===== config.mk =====
export PLATFORM = sky130hd
export DESIGN_NAME = baseband_decim_sigdet_config
export DESIGN_NICKNAME = d
export VERILOG_FILES = /design/src/hw/baseband_decim_sigdet_config.v /design/src/hw/pair_buffer.v
export VERILOG_INCLUDE_DIRS = /design/src /design/src/hw
export SDC_FILE = /design/constraint.sdc
export NUM_CORES = 2
export LEC_CHECK = 0
export BUFFER_PORTS_ARGS = -buffer_cell sky130_fd_sc_hd__buf_2
export CORE_UTILIZATION = 65
export CTS_CLUSTER_DIAMETER = 200
export CTS_CLUSTER_SIZE = 10
export DETAILED_ROUTE_END_ITERATION = 6
export MAX_ROUTING_LAYER = met4
export PLACE_DENSITY = 0.8
export SLEW_MARGIN = 20
export SYNTH_ARGS = -nofsm -noshare
export SYNTH_HDL_FRONTEND = slang
export SYNTH_SLANG_ARGS = --single-unit

===== constraint.sdc =====
create_clock -name CLK -period 26.8 [get_ports CLK]
set_input_delay 5.36 -clock CLK [delete_from_list [all_inputs] [get_ports CLK]]
set_output_delay 5.36 -clock CLK [all_outputs]
set_load 0.03 [all_outputs]

===== src/hw/bbcfg_consts.vh =====
`ifndef BBCFG_CONSTS_VH
`define BBCFG_CONSTS_VH

// ------------
// Register map
// ------------
`define REG_ADDR_W 8
`define REG_COUNT 10
`define OFS_PREDECIMATION_FACTOR 8'h39
`define OFS_PREDECIMATION_SCALING_FSK 8'h3a
`define OFS_PREDECIMATION_SCALING_ASK 8'h3b
`define OFS_MATCHED_FILTER_CONTROL 8'h3c
`define OFS_RATE_CONVERTER_NCO_TUNE 8'h3d
`define OFS_EXTERNAL_SLICER_CONFIG 8'h3e
`define OFS_DETECTOR_THRESHOLD_RUN 8'h3f
`define OFS_DETECTOR_THRESHOLD_WAKEUP 8'h40
`define OFS_DETECTOR_THRESHOLD_LOW 8'h41
`define OFS_DETECTOR_RANGE_SELECT 8'h42
`define OFS_SIGNAL_POWER_READOUT 8'h50
`define OFS_DETECT_STATUS 8'h51

// Offsets, write masks and reset values, entry 0 in the low byte
`define REG_OFFSETS {8'h42, 8'h41, 8'h40, 8'h3f, 8'h3e, 8'h3d, 8'h3c, 8'h3b, 8'h3a, 8'h39}
`define REG_MASKS {8'h3f, 8'hff, 8'hff, 8'hff, 8'h1f, 8'hff, 8'h0f, 8'h3f, 8'h3f, 8'h7f}
`define REG_RESETS {8'h7f, 8'h00, 8'h00, 8'h00, 8'h02, 8'h00, 8'h07, 8'h20, 8'h00, 8'h00}

// Entry numbers inside the register array
`define IDX_PDECF 0
`define IDX_SCFSK 1
`define IDX_SCASK 2
`define IDX_MFC 3
`define IDX_NCO 4
`define IDX_SLC 5
`define IDX_THR_RUN 6
`define IDX_THR_WAKE 7
`define IDX_THR_LOW 8
`define IDX_RSEL 9

// ------------
// Field positions
// ------------
`define DECIM_MSB 6
`define INTERP_BIT 5
`define PRESCALE_MSB 4
`define MFL_MSB 3
`define SLC_BW_MSB 2
`define SLC_SCA_MSB 4
`define SLC_SCA_LSB 3
`define ASK_RNG_MSB 5
`define ASK_RNG_LSB 4
`define FSK_RNG_MSB 3
`define FSK_RNG_LSB 2
`define LOW_RNG_MSB 1
`define LOW_RNG_LSB 0
`define STS_SIGNAL 0
`define STS_LOW 1
`define STS_NOISE 2

// ------------
// Coding constants
// ------------
`define SCALE_UNITY 5'h0a
`define SCALE_MAX 5'h17
`define ASK_RNG_C0 5'h06
`define ASK_RNG_C1 5'h07
`define ASK_RNG_C2 5'h0d
`define ASK_RNG_C3 5'h08
`define DETECTOR_SELECTION_GATED 2'h3
`define SLC_BW_LAST 3'h5
`define NCO_WRAP 9'h100

`endif


===== src/hw/baseband_decim_sigdet_config.v =====
// What this block does
// - Decimation equals decimation field plus one
// - Interpolation enable per modulation type
// - Output scaled by two to code minus ten, codes above 23 taken as 23
// - Matched filter length is field plus one
// - NCO tune, zero keeps rate, FFh halves
// - Slicer manual bandwidth 1/8 to 1/48
// - Slicer bandwidth scaled 1/2 to 1/16
// - Run mode detector threshold, reset zero
// - Wakeup detector threshold, reset zero
// - Low threshold only in selection 11
// - ASK threshold range 6, 7, 13, 8
// - FSK threshold range 2, 4, 6, 8
// - Low threshold range 2, 4, 6, 8
// - Mode 11 noise valid only above low
//
// The address-and-strobe port was left to the implementer.
`timescale 1ns/10ps
`default_nettype none
`include "bbcfg_consts.vh"

module baseband_decim_sigdet_config #(
    parameter SW = 16,
    parameter MF_MAX = 16
) (
    input wire CLK,
    input wire RST_B,
    input wire [`REG_ADDR_W-1:0] ADDR,
    input wire [7:0] WR_DATA,
    input wire WR_STB,
    input wire RD_STB,
    output reg [7:0] RD_DATA,
    input wire [SW-1:0] IN_DATA,
    input wire IN_VALID,
    output wire IN_READY,
    output wire [SW+3:0] OUT_DATA,
    output wire OUT_VALID,
    input wire OUT_READY,
    input wire MODE_ASK,
    input wire WAKEUP,
    input wire [1:0] DETECTOR_SELECTION,
    input wire NOISE_DETECT,
    output reg SIGNAL_DETECT,
    output reg LOW_LEVEL_DETECT,
    output reg NOISE_VALID,
    output reg [10:0] SLICER_BW_DIV
);

    localparam AW = SW + 7;
    localparam [`REG_COUNT*8-1:0] OFFS = `REG_OFFSETS;
    localparam [`REG_COUNT*8-1:0] MASKS = `REG_MASKS;
    localparam [`REG_COUNT*8-1:0] RESETS = `REG_RESETS;

    // ------------
    // Register file
    // ------------
    wire [`REG_COUNT*8-1:0] cfg_flat;
    genvar g;

    // Reserved bits are rebuilt from the reset pattern on each write,
    // so they read back fixed whatever software wrote
    generate
        for (g = 0; g < `REG_COUNT; g = g + 1) begin : regs
            reg [7:0] cfg_r;
            always @(posedge CLK or negedge RST_B) begin
                if (!RST_B) begin
                    cfg_r <= RESETS[g*8 +: 8];
                end else if (WR_STB && ADDR == OFFS[g*8 +: 8]) begin
                    cfg_r <= (WR_DATA & MASKS[g*8 +: 8]) |
                             (RESETS[g*8 +: 8] & ~MASKS[g*8 +: 8]);
                end
            end
            assign cfg_flat[g*8 +: 8] = cfg_r;
        end
    endgenerate

    // Named views of the fields
    wire [7:0] r_pdecf = cfg_flat[`IDX_PDECF*8 +: 8];
    wire [7:0] r_scfsk = cfg_flat[`IDX_SCFSK*8 +: 8];
    wire [7:0] r_scask = cfg_flat[`IDX_SCASK*8 +: 8];
    wire [7:0] r_mfc = cfg_flat[`IDX_MFC*8 +: 8];
    wire [7:0] r_nco = cfg_flat[`IDX_NCO*8 +: 8];
    wire [7:0] r_slc = cfg_flat[`IDX_SLC*8 +: 8];
    wire [7:0] r_rsel = cfg_flat[`IDX_RSEL*8 +: 8];
    wire [6:0] decimation_factor_field = r_pdecf[`DECIM_MSB:0];
    wire fsk_interp_enable = r_scfsk[`INTERP_BIT];
    wire ask_interp_enable = r_scask[`INTERP_BIT];
    wire [4:0] fsk_prescale = r_scfsk[`PRESCALE_MSB:0];
    wire [4:0] ask_prescale = r_scask[`PRESCALE_MSB:0];
    wire [3:0] filter_length_field = r_mfc[`MFL_MSB:0];
    wire [7:0] rate_nco_tune = r_nco;
    wire [2:0] slicer_manual_bw = r_slc[`SLC_BW_MSB:0];
    wire [1:0] slicer_bw_scaling = r_slc[`SLC_SCA_MSB:`SLC_SCA_LSB];
    wire [1:0] ask_range_factor = r_rsel[`ASK_RNG_MSB:`ASK_RNG_LSB];
    wire [1:0] fsk_range_factor = r_rsel[`FSK_RNG_MSB:`FSK_RNG_LSB];
    wire [1:0] low_range_factor = r_rsel[`LOW_RNG_MSB:`LOW_RNG_LSB];

    // ------------
    // Pin synchronisers
    // ------------
    reg [4:0] pin_meta_r;
    reg [4:0] pin_sync_r;

    // Mode pins are asynchronous; only the second stage is read
    always @(posedge CLK or negedge RST_B) begin
        if (!RST_B) begin
            pin_meta_r <= 5'h00;
            pin_sync_r <= 5'h00;
        end else begin
            pin_meta_r <= {NOISE_DETECT, DETECTOR_SELECTION, WAKEUP, MODE_ASK};
            pin_sync_r <= pin_meta_r;
        end
    end

    wire mode_ask = pin_sync_r[0];
    wire wakeup = pin_sync_r[1];
    wire [1:0] detector_selection = pin_sync_r[3:2];
    wire noise_raw = pin_sync_r[4];

    // ------------
    // Scaling helper
    // ------------
    // Power-of-two gain with saturation; codes above the top clamp there
    function [SW-1:0] scale_sat;
        input [AW-1:0] x;
        input [4:0] code;
        reg signed [47:0] w;
        reg [4:0] c;
        begin
            c = (code > `SCALE_MAX) ? `SCALE_MAX : code;
            w = {{(48-AW){x[AW-1]}}, x};
            if (c < `SCALE_UNITY)
                w = w >>> (`SCALE_UNITY - c);
            else
                w = w <<< (c - `SCALE_UNITY);
            if ((&w[47:SW-1]) | ~(|w[47:SW-1]))
                scale_sat = w[SW-1:0];
            else if (w[47])
                scale_sat = {1'b1, {(SW-1){1'b0}}};
            else
                scale_sat = {1'b0, {(SW-1){1'b1}}};
        end
    endfunction

    // ------------
    // Stream control
    // ------------
    reg st_valid_r;
    reg [SW+3:0] st_data_r;
    wire buf_ready;
    wire take;
    wire st_move;

    // One stage feeding the buffer; input stalls only when both are full
    assign st_move = st_valid_r & buf_ready;
    assign IN_READY = ~st_valid_r | buf_ready;
    assign take = IN_VALID & IN_READY;

    // ------------
    // Predecimation
    // ------------
    reg [6:0] dec_cnt_r;
    reg [AW-1:0] dec_acc_r;
    wire [AW-1:0] in_ext = {{7{IN_DATA[SW-1]}}, IN_DATA};
    wire [AW-1:0] dec_sum = dec_acc_r + in_ext;
    wire dump = take & (dec_cnt_r == decimation_factor_field);

    // Accumulate and dump over factor plus one samples
    always @(posedge CLK or negedge RST_B) begin
        if (!RST_B) begin
            dec_cnt_r <= 7'h00;
            dec_acc_r <= {AW{1'b0}};
        end else if (dump) begin
            dec_cnt_r <= 7'h00;
            dec_acc_r <= {AW{1'b0}};
        end else if (take) begin
            dec_cnt_r <= dec_cnt_r + 7'h01;
            dec_acc_r <= dec_sum;
        end
    end

    // Gain and interpolation follow the modulation in use
    wire [4:0] prescale = mode_ask ? ask_prescale : fsk_prescale;
    wire interp_en = mode_ask ? ask_interp_enable : fsk_interp_enable;
    wire [SW-1:0] scaled = scale_sat(dec_sum, prescale);
    reg [SW-1:0] prev_r;
    wire [SW:0] mid_sum = {scaled[SW-1], scaled} + {prev_r[SW-1], prev_r};
    wire [SW-1:0] smp = interp_en ? mid_sum[SW:1] : scaled;

    // Last scaled sample kept as the interpolation partner
    always @(posedge CLK or negedge RST_B) begin
        if (!RST_B)
            prev_r <= {SW{1'b0}};
        else if (dump)
            prev_r <= scaled;
    end

    // ------------
    // Sample rate converter
    // ------------
    reg [8:0] nco_r;
    wire nco_pass = (nco_r < `NCO_WRAP);

    // Passes add the tune word, drops pay back one wrap, so the pass
    // ratio is 256/(256+tune): zero keeps every sample, FFh about half
    always @(posedge CLK or negedge RST_B) begin
        if (!RST_B)
            nco_r <= 9'h000;
        else if (dump) begin
            if (nco_pass)
                nco_r <= nco_r + {1'b0, rate_nco_tune};
            else
                nco_r <= nco_r - `NCO_WRAP;
        end
    end

    wire emit = dump & nco_pass;

    // ------------
    // Matched filter
    // ------------
    wire [4:0] mf_len = {1'b0, filter_length_field} + 5'h01;
    wire [SW*MF_MAX-1:0] taps;
    assign taps[SW-1:0] = smp;

    // History line; tap 0 is the sample arriving now
    generate
        for (g = 1; g < MF_MAX; g = g + 1) begin : hist
            reg [SW-1:0] h_r;
            always @(posedge CLK or negedge RST_B) begin
                if (!RST_B)
                    h_r <= {SW{1'b0}};
                else if (emit)
                    h_r <= taps[(g-1)*SW +: SW];
            end
            assign taps[g*SW +: SW] = h_r;
        end
    endgenerate

    // Moving sum over the programmed length only
    reg [SW+3:0] mf_sum;
    integer k;
    always @* begin
        mf_sum = {(SW+4){1'b0}};
        for (k = 0; k < MF_MAX; k = k + 1) begin
            if (k < mf_len)
                mf_sum = mf_sum + {{4{taps[k*SW+SW-1]}}, taps[k*SW +: SW]};
        end
    end

    // Output stage ahead of the buffer
    always @(posedge CLK or negedge RST_B) begin
        if (!RST_B) begin
            st_valid_r <= 1'b0;
            st_data_r <= {(SW+4){1'b0}};
        end else if (emit) begin
            st_valid_r <= 1'b1;
            st_data_r <= mf_sum;
        end else if (st_move) begin
            st_valid_r <= 1'b0;
        end
    end

    pair_buffer #(
        .W(SW + 4)
    ) out_buf (
        .CLK(CLK),
        .RST_B(RST_B),
        .S_DATA(st_data_r),
        .S_VALID(st_valid_r),
        .S_READY(buf_ready),
        .M_DATA(OUT_DATA),
        .M_VALID(OUT_VALID),
        .M_READY(OUT_READY)
    );

    // ------------
    // Signal detector
    // ------------
    wire [7:0] thr_run = cfg_flat[`IDX_THR_RUN*8 +: 8];
    wire [7:0] thr_wake = cfg_flat[`IDX_THR_WAKE*8 +: 8];
    wire [7:0] detector_low_threshold = cfg_flat[`IDX_THR_LOW*8 +: 8];
    wire [7:0] detector_threshold = wakeup ? thr_wake : thr_run;
    reg [4:0] ask_rng;
    wire [4:0] fsk_rng = {2'h0, fsk_range_factor, 1'b0} + 5'h02;
    wire [4:0] low_rng = {2'h0, low_range_factor, 1'b0} + 5'h02;

    // ASK range steps are irregular, so they come from a table
    always @* begin
        case (ask_range_factor)
            2'h0: ask_rng = `ASK_RNG_C0;
            2'h1: ask_rng = `ASK_RNG_C1;
            2'h2: ask_rng = `ASK_RNG_C2;
            default: ask_rng = `ASK_RNG_C3;
        endcase
    end

    wire [4:0] sel_rng = mode_ask ? ask_rng : fsk_rng;
    wire [23:0] thr_eff = {16'h0000, detector_threshold} << sel_rng;
    wire [23:0] low_eff = {16'h0000, detector_low_threshold} << low_rng;
    wire [SW-1:0] mag = scaled[SW-1] ? (~scaled + 1'b1) : scaled;
    wire [23:0] mag_ext = {{(24-SW){1'b0}}, mag};
    wire low_gated = (detector_selection == `DETECTOR_SELECTION_GATED);
    reg [7:0] signal_power_readout;

    // Decisions refresh once per decimated sample
    always @(posedge CLK or negedge RST_B) begin
        if (!RST_B) begin
            SIGNAL_DETECT <= 1'b0;
            LOW_LEVEL_DETECT <= 1'b0;
            signal_power_readout <= 8'h00;
        end else begin
            if (dump) begin
                SIGNAL_DETECT <= (mag_ext > thr_eff);
                signal_power_readout <= mag[SW-1:SW-8];
            end
            // Outside selection 11 the low threshold has no effect
            if (~low_gated)
                LOW_LEVEL_DETECT <= 1'b0;
            else if (dump)
                LOW_LEVEL_DETECT <= (mag_ext > low_eff);
        end
    end

    // Noise result gated by the low level only in selection 11
    always @(posedge CLK or negedge RST_B) begin
        if (!RST_B)
            NOISE_VALID <= 1'b0;
        else
            NOISE_VALID <= noise_raw & (~low_gated | LOW_LEVEL_DETECT);
    end

    // ------------
    // Slicer bandwidth
    // ------------
    // Unused codes hold the narrowest bandwidth rather than a wild value
    wire [2:0] bw_code = (slicer_manual_bw > `SLC_BW_LAST) ? `SLC_BW_LAST : slicer_manual_bw;
    wire [6:0] bw_base = {1'b0, bw_code, 3'h0} + 7'h08;
    always @(posedge CLK or negedge RST_B) begin
        if (!RST_B)
            SLICER_BW_DIV <= 11'h000;
        else
            SLICER_BW_DIV <= {4'h0, bw_base} << ({1'b0, slicer_bw_scaling} + 3'h1);
    end

    // ------------
    // Read port
    // ------------
    reg [7:0] rd_mux;
    integer j;

    // Unmapped addresses read zero
    always @* begin
        rd_mux = 8'h00;
        for (j = 0; j < `REG_COUNT; j = j + 1) begin
            if (ADDR == OFFS[j*8 +: 8])
                rd_mux = cfg_flat[j*8 +: 8];
        end
        if (ADDR == `OFS_SIGNAL_POWER_READOUT)
            rd_mux = signal_power_readout;
        if (ADDR == `OFS_DETECT_STATUS) begin
            rd_mux[`STS_SIGNAL] = SIGNAL_DETECT;
            rd_mux[`STS_LOW] = LOW_LEVEL_DETECT;
            rd_mux[`STS_NOISE] = NOISE_VALID;
        end
    end

    // Data stand only in the cycle after the strobe
    always @(posedge CLK or negedge RST_B) begin
        if (!RST_B)
            RD_DATA <= 8'h00;
        else if (RD_STB)
            RD_DATA <= rd_mux;
        else
            RD_DATA <= 8'h00;
    end

endmodule // baseband_decim_sigdet_config

`default_nettype wire


===== src/hw/pair_buffer.v =====
`timescale 1ns/10ps
`default_nettype none

module pair_buffer #(
    parameter W = 20
) (
    input wire CLK,
    input wire RST_B,
    input wire [W-1:0] S_DATA,
    input wire S_VALID,
    output wire S_READY,
    output wire [W-1:0] M_DATA,
    output wire M_VALID,
    input wire M_READY
);

    reg [W-1:0] head_r;
    reg [W-1:0] tail_r;
    reg [1:0] cnt_r;
    wire push;
    wire pop;

    // Full at two entries, so a stalled reader back-pressures the source
    assign S_READY = (cnt_r != 2'h2);
    assign M_VALID = (cnt_r != 2'h0);
    assign M_DATA = head_r;
    assign push = S_VALID & S_READY;
    assign pop = M_VALID & M_READY;

    // Head always holds the oldest word
    always @(posedge CLK or negedge RST_B) begin
        if (!RST_B) begin
            head_r <= {W{1'b0}};
            tail_r <= {W{1'b0}};
            cnt_r <= 2'h0;
        end else begin
            if (pop) begin
                if (cnt_r == 2'h2)
                    head_r <= tail_r;
                else if (push)
                    head_r <= S_DATA;
            end else if (push) begin
                if (cnt_r == 2'h0)
                    head_r <= S_DATA;
                else
                    tail_r <= S_DATA;
            end
            if (push & ~pop)
                cnt_r <= cnt_r + 2'h1;
            else if (pop & ~push)
                cnt_r <= cnt_r - 2'h1;
        end
    end

endmodule // pair_buffer

`default_nettype wire


==> results.txt, run 1 <==
Most used DFF post-synth - dfrtp_1
Main combinational cell family by area after synthesis - compound AO/OA/AOI/OAI gates
Clock root buffer - clkbuf_16
Share of flip-flops with an asynchronous set or reset - 1.00
Count of yosys warnings during synthesis - 0
Pin count of the biggest net entering global routing - 172
Gate Count Post-Synth - 5,824
Mux cell area share after synthesis - 0.0585
CTS sink cnt - 461
Post-DP HPWL - 125 mm
Halt point of the flow - 5_1_grt
EDFF count, synth - 0
Combined area of all synthesized cells - 44,400 um^2
Area contributors post-synth - dfrtp_1, nand2_1, ha_1, a21oi_1, o21ai_0
# IOs - 87
Clock buffers created by TritonCTS - 52
Clk buf depth - 3
Top-area cell type share of the netlist area - 0.254
Status - stopped before the end
Placer Congestion - 1.07
Initial core utilization - 0.658
Worst_ep kind - register input
Final worst endpoint reported by repair_timing after global routing - st_data_r[19]$_DFFE_PN0P_/D
Sequential element share of the synthesized area - 0.260
Per-instance average area after synthesis - 7.62 um^2
Number of different library cells in the post-synthesis netlist - 105
GRT Resource Usage Total - 0.780
Port Buf Inserts - 83
Horiz. Die Dim - 263 um
GR Overflow Total - 76
Dominant cell type by area after synthesis - dfrtp_1
Tool error message - [ERROR GRT-0232] Routing congestion too high. Check the congestion heatmap in the GUI.
XOR/XNOR Fraction of Synth Area - 0.0553
Post-synthesis share of cell area spent on and, or, nand and nor gates - 0.233
Flip-flop and latch count after synthesis - 461
Number of rows in the core area - 95
Height of the chip - 263 um
Post-DP Area - 54,900 um^2
Fraction of the mapped netlist area in compound gates - 0.241
Adder and majority cell fraction of the synthesized area - 0.114
Max H-tree Level - 2
-- cell families after synthesis --
family | count (synthesis)
other | 1
xor gates and xnor gates | 277
muxes | 224
DFF | 461
AOI/OAI and AO/OA | 1635
buffers and inverters | 443
and+or+nand+nor | 2390
adders and majority gates | 393
-- per-stage QoR --
| step | TNS (ns) | std cells | worst slack [ns] |
|---|---|---|---|
| after detailed placement | -17.06 | 7786 | -2.69 |
| after floorplan | 0 | 5826 | 0.0178 |
| after CTS | -1.01 | 7959 | -0.817 |
| after global placement | -11.27 | 7786 | -2.19 |
-- layer usage --
| layer | GRT usage | overflow |
|---|---|---|
| met5 | - | - |
| met4 | 0.715 | 26 |
| met3 | 0.607 | 19 |
| met2 | 0.918 | 28 |
| met1 | 0.801 | 3 |
-- cells in the mapped netlist, types with 16 or more instances --
library cell	instances
nand3_1	117
nand2b_1	54
mux2_2	133
a21o_1	102
and2_1	31
a21boi_0	36
o31a_1	18
a211oi_1	79
nor2b_1	52
and3_1	55
dfrtp_1	450
nor2_1	505
nand2_1	1292
or2_2	24
fa_1	18
xor2_1	77
or3_1	42
a22o_1	17
a22oi_1	38
nor4_1	17
o21bai_1	43
buf_1	40
a31oi_1	62
mux2i_1	76
a211o_1	16
o21a_1	62
xnor2_1	198
o211ai_1	53
nor3_1	110
o21ai_0	385
clkbuf_1	205
ha_1	375
a21oi_1	418
inv_1	176
o22ai_1	23
a221oi_1	23
o31ai_1	31
nand4_1	35
-- timing repair --
| action | in CTS |
|---|---|
| endpoints found under the setup margin | 11 |
| pin swaps | 137 |
| buffers inserted | 103 |
| resized for setup | 252 |
| hold buffers | 0 |
==> run 2: changes to the inputs <==
--- a/config.mk
+++ b/config.mk
@@ -7,12 +7,9 @@
 export NUM_CORES = 2
 export LEC_CHECK = 0
 export BUFFER_PORTS_ARGS = -buffer_cell sky130_fd_sc_hd__buf_2
-export CORE_UTILIZATION = 65
-export CTS_CLUSTER_DIAMETER = 200
-export CTS_CLUSTER_SIZE = 10
+export CORE_UTILIZATION = 40
 export DETAILED_ROUTE_END_ITERATION = 6
-export MAX_ROUTING_LAYER = met4
-export PLACE_DENSITY = 0.8
+export PLACE_DENSITY_LB_ADDON = 0.15
 export SLEW_MARGIN = 20
 export SYNTH_ARGS = -nofsm -noshare
 export SYNTH_HDL_FRONTEND = slang
==> run 2 against run 1 <==
  * The flow now finishes, with violations (negative setup slack)
  * Synthesized cell count did not move
  * Area after synthesis did not move
==> results.txt, run 2 <==
Status - complete, but fails checks
Violated checks - negative setup slack
Horiz. Die Dim - 335 um (+27%)
Max FFs per register - 240
Met1 Use GR - 0.425
Dominant cell type by area after synthesis - dfrtp_1
Combined area of all synthesized cells - 44,400 um^2 (unchanged)
Count of pins over their slew limit - 0
Number of rows in the core area - 121 (+27%)
Final core occ - 0.564
Slew at the pin closest to its max-slew limit - 1.09 ns
Sequential element share of the synthesized area - 0.260 (unchanged)
Mux cell area share after synthesis - 0.0585 (unchanged)
Port Buf Inserts - 83 (unchanged)
Global-route wire length before repair - 266 mm
Final Hold Viols - 0
Peak clock frequency supported by timing - 0.0357 GHz
Initial core utilization - 0.405 (-0.253)
Count of fill cells added during filler insertion - 10,300
# IOs - 87 (unchanged)
XOR/XNOR Fraction of Synth Area - 0.0553 (unchanged)
Met2 capacity usage during global routing - 0.476
Max capacitance violation total - 0
Flip-flop and latch count after synthesis - 461 (unchanged)
Clk buf depth - 3 (unchanged)
Clock root buffer - clkbuf_16
Area of all placed cells without fillers - 61,700 um^2
Adder and majority cell fraction of the synthesized area - 0.114 (unchanged)
Post-route DRC violation count - 0
Number of cells on the worst reg-to-reg path - 137
Worst Path Arrival - 28.54 ns
Post-DP HPWL - 127 mm (+1.5%)
EDFF count, synth - 0 (unchanged)
CP peak stage delay - 0.52 ns
Final net count - 7,667
Path class of the lowest-slack min-delay path - reg -> reg
Worst Setup Path Type - in -> reg
Kind of launch point of the worst setup path - input port
Vias post-DR - 48,400
Total negative setup slack - -2.56 ns
Remaining antenna violation count after routing - 0
Pin count of the biggest net entering global routing - 134
Type of element capturing the critical path - flop
Post-CTS Hold Buffers - 0 (unchanged)
Post-detailed-routing wire length - 171 mm
Most used DFF post-synth - dfrtp_1
Area of the die - 112,000 um^2
Drt first pass iters - 7
Post-synthesis share of cell area spent on and, or, nand and nor gates - 0.233 (unchanged)
Slew HR - 0.269
Setup WS post-layout - -1.19 ns
Fraction of the mapped netlist area in compound gates - 0.241 (unchanged)
Routed len/inst - 19.5 um
Top-area cell type share of the netlist area - 0.254 (unchanged)
Via count of the first global-routing pass - 46,900
Worst R2R Setup Slack - 1.55 ns
Number of cells on the worst hold path - 0
Area growth from synthesis to layout - 39.1%
Gate Count Post-Synth - 5,824 (unchanged)
Unrepaired setup endpoints after global routing - true
Commonest cells in the synthesized netlist - nand2_1, nor2_1, dfrtp_1
Register area - 11,500 um^2
Post-DP Area - 56,300 um^2 (+2.6%)
Max H-tree Level - 2 (unchanged)
Core footprint - 109,000 um^2
RR Startpoint - pin_sync_r[0]
Height of the chip - 335 um (+27%)
CTS sink cnt - 461 (unchanged)
Antenna violations before repair - 3
Main combinational cell family by area after synthesis - compound AO/OA/AOI/OAI gates
Largest reg by FF count - hist.h_r
Post-route minimum period - 27.99 ns
Combined area of the multi-input logic cells - 33,500 um^2
Data required time of the critical path - 27.36 ns
TritonCTS clock tree - built
Met3 track demand over resource - 0.0342
Min-Delay Startpoint - pin_meta_r[4]
Most common cell after layout, fill and taps aside - buf_4
GR Overflow Total - 0
Clock Pin Slew Worst Setup and Hold Paths - 0.06 ns
CP max FO - 5
Clock buffers created by TritonCTS - 61 (+17%)
First DRT Iteration DRCs - 3,759
Final worst clock skew - 0.0266 ns
Count of yosys warnings during synthesis - 0 (unchanged)
Top flop regs - hist.h_r x240, dec_acc_r x23
Final critical-path share of the clock period - 1.04
Cell with the largest stage delay on the worst path - or4_4
Fraction of final layout cells with drive strength greater than 1 - 0.319
Endpoint with the worst hold slack - pin_sync_r[4]
Area contributors post-synth - dfrtp_1, nand2_1, ha_1, a21oi_1, o21ai_0
Per-instance average area after synthesis - 7.62 um^2 (unchanged)
Clock latency reported for the late side of the worst-skew pair - 0.69 ns
Number of vias per cell after detailed routing - 5.52
Count leader, synth - nand2_1
Share of flip-flops with an asynchronous set or reset - 1.00 (unchanged)
GRT Resource Usage Total - 0.297
Top library cells by usage in the layout, fill and taps aside - buf_4, nand2_1, nor2_1
Busiest grt layer - met2
Cell occurring most often along the worst timing path - nand2_1
Placer Congestion - 0.947 (-12%)
RR Endpoint - st_data_r[19]
Number of different library cells in the post-synthesis netlist - 105 (unchanged)
Final setup violation count - 5
[run 2: cell counts after synthesis]
No cell type changed its count.
[run 2: logic make-up (layout without fill, tap and decap cells)]
group	Yosys count	after routing
flip-flops	461	461
XOR/XNOR	277	277
buffers and inverters	443	1899
AO/OA/AOI/OAI	1635	1635
multiplexers	224	224
other	1	4
adder cells (fa/ha/maj)	393	393
AND/OR/NAND/NOR	2390	2390
[run 2: critical path: cells and delay by family]
| family | cells | cell delay (ns) |
|---|---|---|
| AO/OA/AOI/OAI | 43 | 7.29 |
| adder cells (fa/ha/maj) | 17 | 4.86 |
| buffers and inverters | 15 | 1.74 |
| multiplexers | 2 | 0.48 |
| XOR/XNOR | 16 | 2.71 |
| AND/OR/NAND/NOR | 45 | 6.05 |
[run 2: how the worst max path moves through the flow]
stage,startpoint,cells after the start,slack (ns),to
finish,IN_DATA[0],138,-1.19,st_data_r[19]
CTS,IN_DATA[1],135,-0.65,st_data_r[19]
detailed placement,IN_DATA[0],135,-2.89,st_data_r[19]
global route,IN_DATA[0],142,-2.21,st_data_r[19]
global placement,IN_DATA[0],122,-2.70,st_data_r[19]
floorplan,IN_DATA[0],121,0.02,st_data_r[19]
[run 2: cell type report]
type	instances	area share
Multi-Input combinational cell	4922	0.543
Clock inverter	30	0.00726
Inverter	181	0.0110
Tap cell	1476	0.0299
Antenna cell	1	0.0000405
Sequential cell	461	0.187
Clock buffer	84	0.0281
Timing Repair Buffer	1604	0.193
[run 2: timing repair]
action | 4_1_cts | 5_1_grt
endpoints found under the hold margin | 0 | 0
setup endpoints to repair | 10 | 13
gates resized for setup | 227 | 242
pin swaps | 165 | 183
setup buffers | 126 | 43
[run 2: per-layer routing]
metal	routed length, um	vias up	part of all wire
met5	0	-	0
met4	3710	0	0.022
met3	9540	212	0.056
met2	76100	1327	0.45
met1	81200	23100	0.48
li1	-	23700	-
[run 2: per-stage QoR]
stage | hold slack, ns | instances | setup slack (ns)
floorplan | 0.331 | 5826 | 0.0178
global placement | 0.333 | 8485 | -2.70
detailed placement | 0.340 | 8485 | -2.89
CTS | 0.353 | 8717 | -0.652
global route | 0.362 | 8758 | -2.21
finish | 0.351 | 8759 | -1.19
Power of run 2 is not shown: default switching activity piles up to over one toggle a cycle in this logic, so the estimate is an artifact.
